<file path="src/citf_cfg.svh">
// timing and encoding constants for the capture/interval timer with filter
// assumes inclusion by bare name from the package and design files
`ifndef CITF_CFG_SVH
`define CITF_CFG_SVH
`define CITF_CNT_RST     8'h00
`define CITF_CNT_MAX     8'hff
`define CITF_FILT_TAPS   5
`define CITF_DIV64       64
`define CITF_DIV32       32
`define CITF_DIV2        2
`define CITF_CKS_D64     2'h0
`define CITF_CKS_D32     2'h1
`define CITF_CKS_D2      2'h2
`define CITF_CKS_W2      2'h3
`define CITF_CLR_NONE    2'h0
`define CITF_CLR_FALL    2'h1
`define CITF_CLR_RISE    2'h2
`define CITF_CLR_BOTH    2'h3
`endif

</file>
<file path="src/citf_pkg.sv">
// types shared by the capture/interval timer files
// assumes citf_cfg.svh sits in the same folder
`include "citf_cfg.svh"
package citf_pkg;
	// power mode of the surrounding chip
	typedef enum logic [2:0] {
		CITF_ACTIVE   = 3'b000,
		CITF_SLEEP    = 3'b001,
		CITF_WATCH    = 3'b010,
		CITF_SUBACT   = 3'b011,
		CITF_SUBSLEEP = 3'b100,
		CITF_STANDBY  = 3'b101
	} citf_pmode_t;
endpackage : citf_pkg

</file>
<file path="src/citf_filter.sv">
// five-tap majority-free match filter for the capture input
// assumes pin is synchronous to clk and samp_en is a one-cycle enable
`timescale 1ns/1ns
`include "citf_cfg.svh"
module citf_filter #(
	parameter int TAPS = `CITF_FILT_TAPS
) (
	// clock and reset
	input  wire logic clk,
	input  wire logic rst,
	// sampling
	input  wire logic samp_en,  // sampling clock rising edge
	input  wire logic pin,      // raw capture level
	// result
	output logic      filt_out  // filtered level
);
	logic [TAPS-1:0] taps_q;  // shift chain of latched samples

	// shift pin in on each sampling edge
	always_ff @(posedge clk) begin
		if (rst) begin
			taps_q <= '0;
		end else if (samp_en) begin
			taps_q <= {taps_q[TAPS-2:0], pin};
		end
	end

	// output moves only when every tap agrees, else keeps old value
	always_ff @(posedge clk) begin
		if (rst) begin
			filt_out <= 1'b0;
		end else if (&taps_q) begin
			filt_out <= 1'b1;
		end else if (~|taps_q) begin
			filt_out <= 1'b0;
		end
	end

	// a held high input shows at the output within five samples plus one
	a_filter_match: assert property (@(posedge clk) disable iff (rst)
		(&taps_q) |=> filt_out)
		else $error("filter output did not follow matching taps");
endmodule : citf_filter

</file>
<file path="src/citf_prescaler.sv">
// free-running divider giving one-cycle enables for the count clocks
// assumes watch clock tick arrives as a one-cycle pulse in the clk domain
`timescale 1ns/1ns
module citf_prescaler (
	// clock and reset
	input  wire logic clk,
	input  wire logic rst,
	// watch tick
	input  wire logic watch_tick,  // watch clock rising edge, already synchronised
	// enables
	output logic      en_d64,
	output logic      en_d32,
	output logic      en_d2,
	output logic      en_w2
);
	logic [5:0] div_q;   // system divider
	logic       wdiv_q;  // watch divider

	// system divider counts continuously
	always_ff @(posedge clk) begin
		if (rst) begin
			div_q <= 6'h00;
		end else begin
			div_q <= div_q + 6'h01;
		end
	end

	// watch divider halves the watch tick rate
	always_ff @(posedge clk) begin
		if (rst) begin
			wdiv_q <= 1'b0;
		end else if (watch_tick) begin
			wdiv_q <= ~wdiv_q;
		end
	end

	// enables fire on the wrap of each divider stage
	assign en_d64 = (div_q == 6'h3f);
	assign en_d32 = (div_q[4:0] == 5'h1f);
	assign en_d2  = div_q[0];
	assign en_w2  = watch_tick & wdiv_q;
endmodule : citf_prescaler

</file>
<file path="src/citf_timer.sv">
// 8-bit capture / interval timer with optional input noise filter
// assumes inputs other than watch_clk_lvl synchronous to clk; watch clock arrives as a raw level and is synchronised here
`timescale 1ns/1ns
`include "citf_cfg.svh"
// How it works
// five-sample filter updates only on full agreement
// filter samples system clock or selected clock
// filter samples input on each sampling edge
// filter valid after five matching samples
// source holds unfiltered pulses two clocks
// eight-bit counter, capture or interval mode
// reset zeroes mode, counter and captures
// reset selects divide-by-64 count clock
// select codes 64, 32, 2, watch/2
// edges copy count to rise/fall registers
// selected capture edge sets request flag
// edge select zero rising, one falling
// counter cleared on chosen capture edges
// clear codes none, fall, rise, both
// wrap sets high or low overflow flag
// overflow with enable sets request flag
// interval wrap sets low overflow flag
// flags cleared by zero after read
// mode or filter writes may fake edges
// unfiltered input gives separate edge pulses
// filtered edges lag five sampling periods
// watch and standby halt or hold
// sub modes run only on watch/2
// watch/2 tick synchronised to system clock
module citf_timer
	import citf_pkg::*;
(
	// clock and reset
	input  wire logic        clk,
	input  wire logic        rst,
	// pins and chip state
	input  wire logic        capture_pin,       // external pulse input
	input  wire logic        watch_clk_lvl,     // raw watch clock level
	input  wire citf_pmode_t power_mode,        // chip power mode
	// port mode bits
	input  wire logic        capture_mode_select, // 1 capture, 0 interval
	input  wire logic        filter_enable,       // noise filter on
	// mode register write port
	input  wire logic        tmr_wr,            // write strobe
	input  wire logic [7:0]  tmr_wdata,         // write data
	input  wire logic        tmr_rd,            // read strobe, arms flag clears
	// interrupt side
	input  wire logic        timer_irq_enable,  // request enable
	input  wire logic        irq_flag_clr,      // software clears request flag
	output logic             timer_irq_request_flag,
	output logic             cpu_irq,
	// status
	output logic [7:0]       timer_mode_reg,
	output logic [7:0]       timer_count,
	output logic [7:0]       fall_capture_reg,
	output logic [7:0]       rise_capture_reg
);
	// ------------------------------------------------------------
	// mode register fields
	// ------------------------------------------------------------
	logic       overflow_high_flag;   // bit 7
	logic       overflow_low_flag;    // bit 6
	logic       overflow_irq_enable;  // bit 5
	logic       capture_irq_edge_sel; // bit 4
	logic [1:0] count_clear_sel;      // bits 3:2
	logic [1:0] clock_select;         // bits 1:0
	logic       ovh_read_q;           // high flag read as one
	logic       ovl_read_q;           // low flag read as one

	// ------------------------------------------------------------
	// clocking
	// ------------------------------------------------------------
	logic en_d64, en_d32, en_d2, en_w2;
	logic wsync1_q, wsync2_q, wsync3_q;  // watch clock synchroniser
	logic watch_tick;
	logic sel_en;      // selected count enable
	logic run_ok;      // counter allowed to run in this power mode
	logic cnt_en;
	logic samp_en;     // filter sampling enable
	logic sub_mode;
	logic mreg_run;    // mode register writable

	// watch clock crosses into clk by two flops then edge detect
	always_ff @(posedge clk) begin
		if (rst) begin
			wsync1_q <= 1'b0;
			wsync2_q <= 1'b0;
			wsync3_q <= 1'b0;
		end else begin
			wsync1_q <= watch_clk_lvl;
			wsync2_q <= wsync1_q;
			wsync3_q <= wsync2_q;
		end
	end
	assign watch_tick = wsync2_q & ~wsync3_q;

	citf_prescaler u_pre (
		.clk        (clk),
		.rst        (rst),
		.watch_tick (watch_tick),
		.en_d64     (en_d64),
		.en_d32     (en_d32),
		.en_d2      (en_d2),
		.en_w2      (en_w2)
	);

	// choose the count clock by the select field
	always_comb begin
		unique case (clock_select)
			`CITF_CKS_D64: sel_en = en_d64;
			`CITF_CKS_D32: sel_en = en_d32;
			`CITF_CKS_D2:  sel_en = en_d2;
			`CITF_CKS_W2:  sel_en = en_w2;
		endcase
	end

	assign sub_mode = (power_mode == CITF_SUBACT) || (power_mode == CITF_SUBSLEEP);

	// power-mode gating of counter and filter
	always_comb begin
		unique case (power_mode)
			CITF_ACTIVE, CITF_SLEEP: run_ok = 1'b1;
			CITF_SUBACT, CITF_SUBSLEEP: run_ok = (clock_select == `CITF_CKS_W2);
			default: run_ok = 1'b0;  // watch, standby and illegal codes
		endcase
	end
	assign cnt_en  = sel_en & run_ok;
	// sampling uses system clock unless filter on; sub modes allow only watch/2
	assign samp_en = (filter_enable ? sel_en : ~sub_mode) & run_ok;
	// mode register takes writes only in active and subactive
	assign mreg_run = (power_mode == CITF_ACTIVE) || (power_mode == CITF_SUBACT);

	// ------------------------------------------------------------
	// capture signal path
	// ------------------------------------------------------------
	logic filt_lvl;     // filtered level
	logic cap_lvl;      // internal capture level
	logic cap_prev_q;   // previous internal level
	logic cap_rise, cap_fall;

	citf_filter #(.TAPS(`CITF_FILT_TAPS)) u_filt (
		.clk      (clk),
		.rst      (rst),
		.samp_en  (samp_en),
		.pin      (capture_pin),
		.filt_out (filt_lvl)
	);

	// mode and filter bits switch the source live, so a toggle can fake an edge
	// interval mode feeds low, as an unused pin would
	assign cap_lvl = capture_mode_select & (filter_enable ? filt_lvl : capture_pin);

	// edge detector; unfiltered input relies on two-clock pulses
	always_ff @(posedge clk) begin
		if (rst) begin
			cap_prev_q <= 1'b0;
		end else if (run_ok) begin
			cap_prev_q <= cap_lvl;
		end
	end
	assign cap_rise = run_ok & cap_lvl & ~cap_prev_q;
	assign cap_fall = run_ok & ~cap_lvl & cap_prev_q;

	// ------------------------------------------------------------
	// counter
	// ------------------------------------------------------------
	logic cnt_clear;
	logic wrap;

	// clear field decode
	always_comb begin
		unique case (count_clear_sel)
			`CITF_CLR_NONE: cnt_clear = 1'b0;
			`CITF_CLR_FALL: cnt_clear = cap_fall;
			`CITF_CLR_RISE: cnt_clear = cap_rise;
			`CITF_CLR_BOTH: cnt_clear = cap_rise | cap_fall;
		endcase
	end
	assign wrap = cnt_en & (timer_count == `CITF_CNT_MAX) & ~cnt_clear;

	// up-counter, clear wins over increment
	always_ff @(posedge clk) begin
		if (rst) begin
			timer_count <= `CITF_CNT_RST;
		end else if (cnt_clear) begin
			timer_count <= `CITF_CNT_RST;
		end else if (cnt_en) begin
			timer_count <= timer_count + 8'h01;
		end
	end

	// capture registers hold the count seen at the edge
	always_ff @(posedge clk) begin
		if (rst) begin
			rise_capture_reg <= `CITF_CNT_RST;
			fall_capture_reg <= `CITF_CNT_RST;
		end else begin
			if (cap_rise) begin
				rise_capture_reg <= timer_count;
			end
			if (cap_fall) begin
				fall_capture_reg <= timer_count;
			end
		end
	end

	// ------------------------------------------------------------
	// mode register and flags
	// ------------------------------------------------------------
	logic set_ovh, set_ovl;
	// high flag only in capture mode; interval always low flag
	assign set_ovh = wrap & capture_mode_select & cap_lvl;
	assign set_ovl = wrap & ~(capture_mode_select & cap_lvl);

	// control fields written by software; reset zero selects /64
	always_ff @(posedge clk) begin
		if (rst) begin
			overflow_irq_enable  <= 1'b0;
			capture_irq_edge_sel <= 1'b0;
			count_clear_sel      <= `CITF_CLR_NONE;
			clock_select         <= `CITF_CKS_D64;
		end else if (tmr_wr && mreg_run) begin
			overflow_irq_enable  <= tmr_wdata[5];
			capture_irq_edge_sel <= tmr_wdata[4];
			count_clear_sel      <= tmr_wdata[3:2];
			clock_select         <= tmr_wdata[1:0];
		end
	end

	// read-as-one arms a later clear-by-zero
	// an accepted write disarms unless a read comes in the same cycle, so a routine write of zeros cannot clear a flag set later
	always_ff @(posedge clk) begin
		if (rst) begin
			ovh_read_q <= 1'b0;
			ovl_read_q <= 1'b0;
		end else if (tmr_rd) begin
			ovh_read_q <= overflow_high_flag;
			ovl_read_q <= overflow_low_flag;
		end else if (tmr_wr && mreg_run) begin
			ovh_read_q <= 1'b0;
			ovl_read_q <= 1'b0;
		end
	end

	// hardware sets, only zero writes clear, set wins over clear
	always_ff @(posedge clk) begin
		if (rst) begin
			overflow_high_flag <= 1'b0;
			overflow_low_flag  <= 1'b0;
		end else begin
			if (set_ovh) begin
				overflow_high_flag <= 1'b1;
			end else if (tmr_wr && mreg_run && !tmr_wdata[7] && ovh_read_q) begin
				overflow_high_flag <= 1'b0;
			end
			if (set_ovl) begin
				overflow_low_flag <= 1'b1;
			end else if (tmr_wr && mreg_run && !tmr_wdata[6] && ovl_read_q) begin
				overflow_low_flag <= 1'b0;
			end
		end
	end

	assign timer_mode_reg = {overflow_high_flag, overflow_low_flag, overflow_irq_enable,
		capture_irq_edge_sel, count_clear_sel, clock_select};

	// ------------------------------------------------------------
	// interrupt request
	// ------------------------------------------------------------
	logic cap_irq_evt, ovf_irq_evt;
	// edge select 0 rising, 1 falling
	assign cap_irq_evt = capture_irq_edge_sel ? cap_fall : cap_rise;
	assign ovf_irq_evt = overflow_irq_enable & (set_ovh | set_ovl);

	// request flag: set wins over software clear
	always_ff @(posedge clk) begin
		if (rst) begin
			timer_irq_request_flag <= 1'b0;
		end else if (cap_irq_evt || ovf_irq_evt) begin
			timer_irq_request_flag <= 1'b1;
		end else if (irq_flag_clr) begin
			timer_irq_request_flag <= 1'b0;
		end
	end
	assign cpu_irq = timer_irq_request_flag & timer_irq_enable;

	// ------------------------------------------------------------
	// checks
	// ------------------------------------------------------------
	a_rise_capture: assert property (@(posedge clk) disable iff (rst)
		cap_rise |=> rise_capture_reg == $past(timer_count))
		else $error("rise capture missed count");
	a_fall_capture: assert property (@(posedge clk) disable iff (rst)
		cap_fall |=> fall_capture_reg == $past(timer_count))
		else $error("fall capture missed count");
	a_wrap_low: assert property (@(posedge clk) disable iff (rst)
		(wrap && !capture_mode_select) |=> overflow_low_flag && timer_count == 8'h00)
		else $error("interval wrap missed low flag");
	a_wrap_high: assert property (@(posedge clk) disable iff (rst)
		(wrap && capture_mode_select && cap_lvl) |=> overflow_high_flag)
		else $error("high wrap missed high flag");
	a_clear_both: assert property (@(posedge clk) disable iff (rst)
		(count_clear_sel == 2'h3 && (cap_rise || cap_fall)) |=> timer_count == 8'h00)
		else $error("counter not cleared on edge");
	a_edge_irq: assert property (@(posedge clk) disable iff (rst)
		(capture_irq_edge_sel && cap_fall) |=> timer_irq_request_flag)
		else $error("falling edge did not set request");
	a_ovf_irq: assert property (@(posedge clk) disable iff (rst)
		(overflow_irq_enable && wrap) |=> timer_irq_request_flag)
		else $error("overflow did not set request");
	a_standby_halt: assert property (@(posedge clk) disable iff (rst)
		(power_mode == CITF_STANDBY) [*2] |-> $stable(timer_count))
		else $error("counter moved in standby");
	a_flag_sticky: assert property (@(posedge clk) disable iff (rst)
		(overflow_low_flag && !ovl_read_q) |=> overflow_low_flag)
		else $error("low flag cleared without read");
	a_irq_sticky: assert property (@(posedge clk) disable iff (rst)
		(timer_irq_request_flag && !irq_flag_clr) |=> timer_irq_request_flag)
		else $error("request flag dropped without clear");
endmodule : citf_timer

</file>
<file path="config.mk">
export PLATFORM = sky130hd
export DESIGN_NAME = citf_timer
export DESIGN_NICKNAME = d
export VERILOG_FILES = /design/src/citf_pkg.sv /design/src/citf_filter.sv /design/src/citf_prescaler.sv /design/src/citf_timer.sv
export VERILOG_INCLUDE_DIRS = /design/src
export SDC_FILE = /design/constraint.sdc
export NUM_CORES = 1
export LEC_CHECK = 0
export ABC_AREA = 1
export BUFFER_PORTS_ARGS = -buffer_cell sky130_fd_sc_hd__buf_2
export CORE_UTILIZATION = 34
export DETAILED_ROUTE_END_ITERATION = 8
export GPL_ROUTABILITY_DRIVEN = 0
export PLACE_DENSITY = 0.56
export SYNTH_ARGS = -nofsm -noshare
export SYNTH_HDL_FRONTEND = slang
export SYNTH_SLANG_ARGS = --single-unit
export TNS_END_PERCENT = 1
</file>
<file path="constraint.sdc">
create_clock -name clk -period 3.5 [get_ports clk]
set_clock_uncertainty 0.05 [all_clocks]
set_input_delay 0.35 -clock clk [delete_from_list [all_inputs] [get_ports clk]]
set_output_delay 0.35 -clock clk [all_outputs]
set_load 0.005 [all_outputs]
</file>
After elaboration in Yosys (flattened, before gate mapping)
Index checks and enable logic that the tools add are counted.
Widths: inputs -> output; s select.
Operators by class
  reductions and logical operators: 22
  $add $sub $neg: 2
  mux-type cells: 17
  bitwise operators: 26
  equal/unequal tests: 13
Operators by type and width (number)
  $and 1x1->1: 17
  $mux 1: 14
  $add 8x1->8 const B: 1
  $eq 2x2->1 const B: 4
  $eq 8x8->1 const B: 1
  $pmux 1 s4: 2
  $reduce_bool 2->1: 4
  $not 1->1: 7
  $add 6x1->6 const B: 1
  $eq 6x6->1 const B: 1
  $reduce_or 2->1: 3
  $eq 5x5->1 const B: 1
  $logic_and 1x1->1: 5
  $reduce_and 5->1: 1
  $reduce_or 5->1: 1
  $eq 2x1->1 const B: 2
  $logic_not 2->1: 2
  $eq 3x1->1 const B: 1
  $eq 3x2->1 const B: 1
  $eq 3x3->1 const B: 1
  $logic_not 3->1: 1
  $logic_or 1x1->1: 3
  $logic_not 1->1: 2
  $ne 2x1->1 const B: 1
  other kinds (2): 3
Storage, ports and cells
  flip-flop bits (word level): 52
  input bits: 21

Depth between registers and ports, before layout
  depth in word-level cells: 15
  depth in mapped cells: 13
  gate-level depth less buffers: 13

Modules after synthesis
From an unflattened synthesis, not the netlist that was laid out.
Second synthesis, totals
  cell total of the unflattened synthesis: 310
  area total of the unflattened synthesis: 2306.0 um2
By module, submodules not included
  citf_timer: area each 1783.0 um2, instances 1, sequential area each 780.7 um2, cells each 238
  citf_prescaler: area each 292.8 um2, instances 1, sequential area each 140.1 um2, cells each 39
  citf_filter: area each 230.2 um2, instances 1, sequential area each 120.1 um2, cells each 33

Worst setup path before layout
No wires, ideal clock.
  path kind: reg2reg
  start point: register u_pre.div_q[0]
  end point: register timer_count[2]
  arrival time: 1563 ps
  path slack: 1767 ps
  buffers on the path: 0
  cell stages (with the launch flop): 14
  period minus slack after synthesis: 1733 ps
  cells stage by stage: dfxtp_1 -> ha_1 -> nand3_1 -> inv_1 -> ha_1 -> inv_1 -> o21ai_0 -> nand2_1 -> nand2_2 -> nand2_1 -> nor2_2 -> nand2_1 -> nor2_1 -> nor3_1
On the way
  longest elaborated chain between the ends: 3
  elaborated cells between the ends (all ways): 4
RTL lines
  start: declaration: RTL line citf_prescaler.sv:16  | logic [5:0] div_q;
  start signal: assignment: RTL line citf_prescaler.sv:24  | div_q <= div_q + 6'h01;
  $eq 6x6->1 / $eq 5x5->1 (equally long branches): RTL line citf_prescaler.sv:38, citf_prescaler.sv:39
  $pmux 1 s4 *: RTL line citf_timer.sv:109  | unique case (clock_select)
  $and 1x1->1 *: RTL line citf_timer.sv:127  | assign cnt_en = sel_en & run_ok;
  end signal: assignment: RTL line citf_timer.sv:184  | timer_count <= `CITF_CNT_RST;
  end signal: assignment: RTL line citf_timer.sv:186  | timer_count <= `CITF_CNT_RST;
  end signal: assignment: RTL line citf_timer.sv:188  | timer_count <= timer_count + 8'h01;
  end: declaration: RTL line citf_timer.sv:54  | output logic [7:0] timer_count,
Mark *: on every way between the ends. The rest lies on a longest branch, timed or not.
A chain may end at the register's enable or synchronous reset.

Worst setup path in the final report
  start point: register u_pre.div_q[0]
  end point: register timer_count[5]
Same word-level chain as after synthesis.

==> results.cfg <==
[status]
status = completed

[hold_path]
hp-start = watch_clk_lvl
hold_depth = 3
min_to = wsync1_q
min_path_type = primary input to flop

[timing]
setup-violations-final = 0
rsz0062_at_grt = false
relSlewSlack_pct = 46.10
hold_viol_final = 0
slew_viol_final = 0
fin_crit_ns = 1.986
finalSetupTns_ns = 0
period_share_pct = 56.73
worst_slew_pin_slew_ns = 0.8076
clock.fmax_mhz = 503.6

[clocking]
numCtsBuffers = 5
holdBufCountCts = 0
cts_buffer_depth = 2
cts_setup_buffers = 0
cts_tree = done
htreeDepth = 2
cts-root-buf = clkbuf_8
cts.sink_count = 52
cts_resized = 0
clk_pin_slew_ns = 0.10
clock_latency_ns = 0.31

[placement]
io_buffer_count = 54
hpwl_mm = 3.676
dp_cells = 414

[layout]
drive_above_1_share_pct = 25.80
antennaDiodeCount = 0
nets = 368
fillers = 676
area_growth_syn_to_layout_pct = 18.12
seqCellArea_um2 = 1041
stdcell_count = 422
multiInputGateArea_um2 = 974.7

[detailed_routing]
drt-met1-wl_mm = 2.404
remaining_drc_errors = 0
ant_nets = 0
wire_per_inst_um = 11.62
top_layer_used = met4
drt_pass1_iterations = 4
via_per_inst = 4.761
wl_met3_um = 183
vias = 2009
met2_length_mm = 2.252
drt_iter0_markers = 115
wirelength_mm = 4.904

[logic_synthesis]
yosysWarnings = 0
syn_avg_cell_area_um2 = 7.635
synth_cell_type_count = 28
async_flop_share_pct = 0
syn_inst = 294
synth_flop_cell = dfxtp_1
ys_seq_area_share_pct = 46.38
synth_area_um2 = 2245
syn_nets = 318
synth_edf_count = 0
ys_ff_latch = 52

[setup_path]
worstPathArrival_ns = 2.13
r2r_slack_ns = 1.51
critPathCaptureType = flop
path_class = flop to flop
cpMostUsedCell = nand2_1
path_cells = ha_1, nand3_1, inv_1, ha_1, inv_1, o21ai_0, nand2_1, nand2_2, nand2_1, nor2_2, nand2_1, nor2_1, nor3_1
crit_fanout = 7
startpoint_type = flop
r2r-end = timer_count[5]
reg2reg_from = u_pre.div_q[0]
critPathSlowestCell = dfxtp_1
cp_data_required_time_ns = 3.65
max_stage_delay_ns = 0.39
reg2regPathDepth = 13

[floorplan]
initial_core_util_pct = 35.35
dieHeight_um = 83.25
coreArea_um2 = 6350
fp.dieArea_um2 = 6931
ios = 55
die_w_um = 83.25
num_rows = 29

[grt]
grt_antenna_before_repair = 0
grt_remaining_overflow = 0
grt_pass1_vias = 1751
grt_usage_pct = 14.75
grt_pass1_wl_mm = 8.293
grt_max_degree = 29

[pwr]
ir_drop_mv = 0.2003
power_density_nw_per_um2 = 418.9
p_leak_nw = 1.171

[job]
drv_cap = 0
power by group:
group	internal [mW]	switching [mW]
Clock	0.216	0.205
Combinational	0.0291	0.0471
Sequential	0.604	0.00976
Total	0.849	0.262
logic make-up after synthesis:
logic type	synth area share, %
and+or+nand+nor	22.57
buffers and inverters	10.20
AOI/OAI and AO/OA	18.79
adders and majority gates	1.672
xor gates and xnor gates	0.3903
DFF	46.38
synth_stat cells (4+ instances only):
| library cell | n | area [µm²] |
|---|---|---|
| dfxtp_1 | 52 | 1041 |
| a21oi_1 | 38 | 190.2 |
| inv_1 | 36 | 135.1 |
| nor2_1 | 36 | 135.1 |
| nand2_1 | 35 | 131.4 |
| o21ai_0 | 29 | 145.1 |
| nand3_1 | 11 | 55.05 |
| nor3_1 | 9 | 45.04 |
| nand2_2 | 7 | 43.79 |
| o21ai_2 | 6 | 52.55 |
| buf_4 | 4 | 30.03 |
| nand4_1 | 4 | 25.02 |
cell type report:
| type | count | share of cell area [%] |
|---|---|---|
| Tap cell | 77 | 3.634 |
| Timing Repair Buffer | 54 | 10.19 |
| Multi-Input combinational cell | 191 | 36.76 |
| Clock inverter | 3 | 1.746 |
| Clock buffer | 5 | 2.596 |
| Inverter | 40 | 5.805 |
| Sequential cell | 52 | 39.26 |
metrics by stage:
stage                     instance area, µm²  hold WS (ns)  total power [mW]  util, %  setup WS [ns]
final                                   2651        0.1821             1.111    41.75          1.514
after global placement                  2536        0.3529            0.7032    39.94          1.587
after detailed placement                2536        0.3536            0.7043    39.94          1.545
after global routing                    2651        0.1977             1.165    41.75          1.228
after CTS                               2651        0.1779             1.123    41.75          1.514
after floorplan                         2245        0.3383            0.6768        -          1.767
routing by layer:
layer | up-vias | global-route usage [%]
met2 | 36 | 22.80
li1 | 1058 | -
met3 | 5 | 3.082
met4 | 0 | 4.702
met1 | 910 | 20.51
met5 | - | 0
cell usage in the layout (no fill, tap or decap), types with 3 or more instances in the layout:
cell type	netlist	layout
buf_2	3	54
dfxtp_1	52	52
a21oi_1	38	38
inv_1	36	36
nor2_1	36	36
nand2_1	35	35
o21ai_0	29	29
nand3_1	11	11
nor3_1	9	9
nand2_2	7	7
o21ai_2	6	6
clkbuf_8	0	5
nand4_1	4	4
a21oi_2	3	3
nand3_2	3	3
ha_1	3	3
critical path, delay by kind of cell (launching register included):
kind,cells,cell delay [ns]
DFF,1,0.39
buffers and inverters,2,0.10
adders and majority gates,2,0.33
AOI/OAI and AO/OA,1,0.13
and+or+nand+nor,8,0.86
worst max path at each step:
stage	to	start	cells past startpoint
detailed placement	timer_count[2]	u_pre.div_q[0]	13
global placement	timer_count[5]	u_pre.div_q[0]	13
CTS	timer_count[5]	u_pre.div_q[0]	13
finish	timer_count[5]	u_pre.div_q[0]	13
global route	u_filt.taps_q[3]	u_pre.div_q[0]	13
floorplan	timer_count[2]	u_pre.div_q[0]	13
No activity file was read; power rests on OpenSTA's default activity.
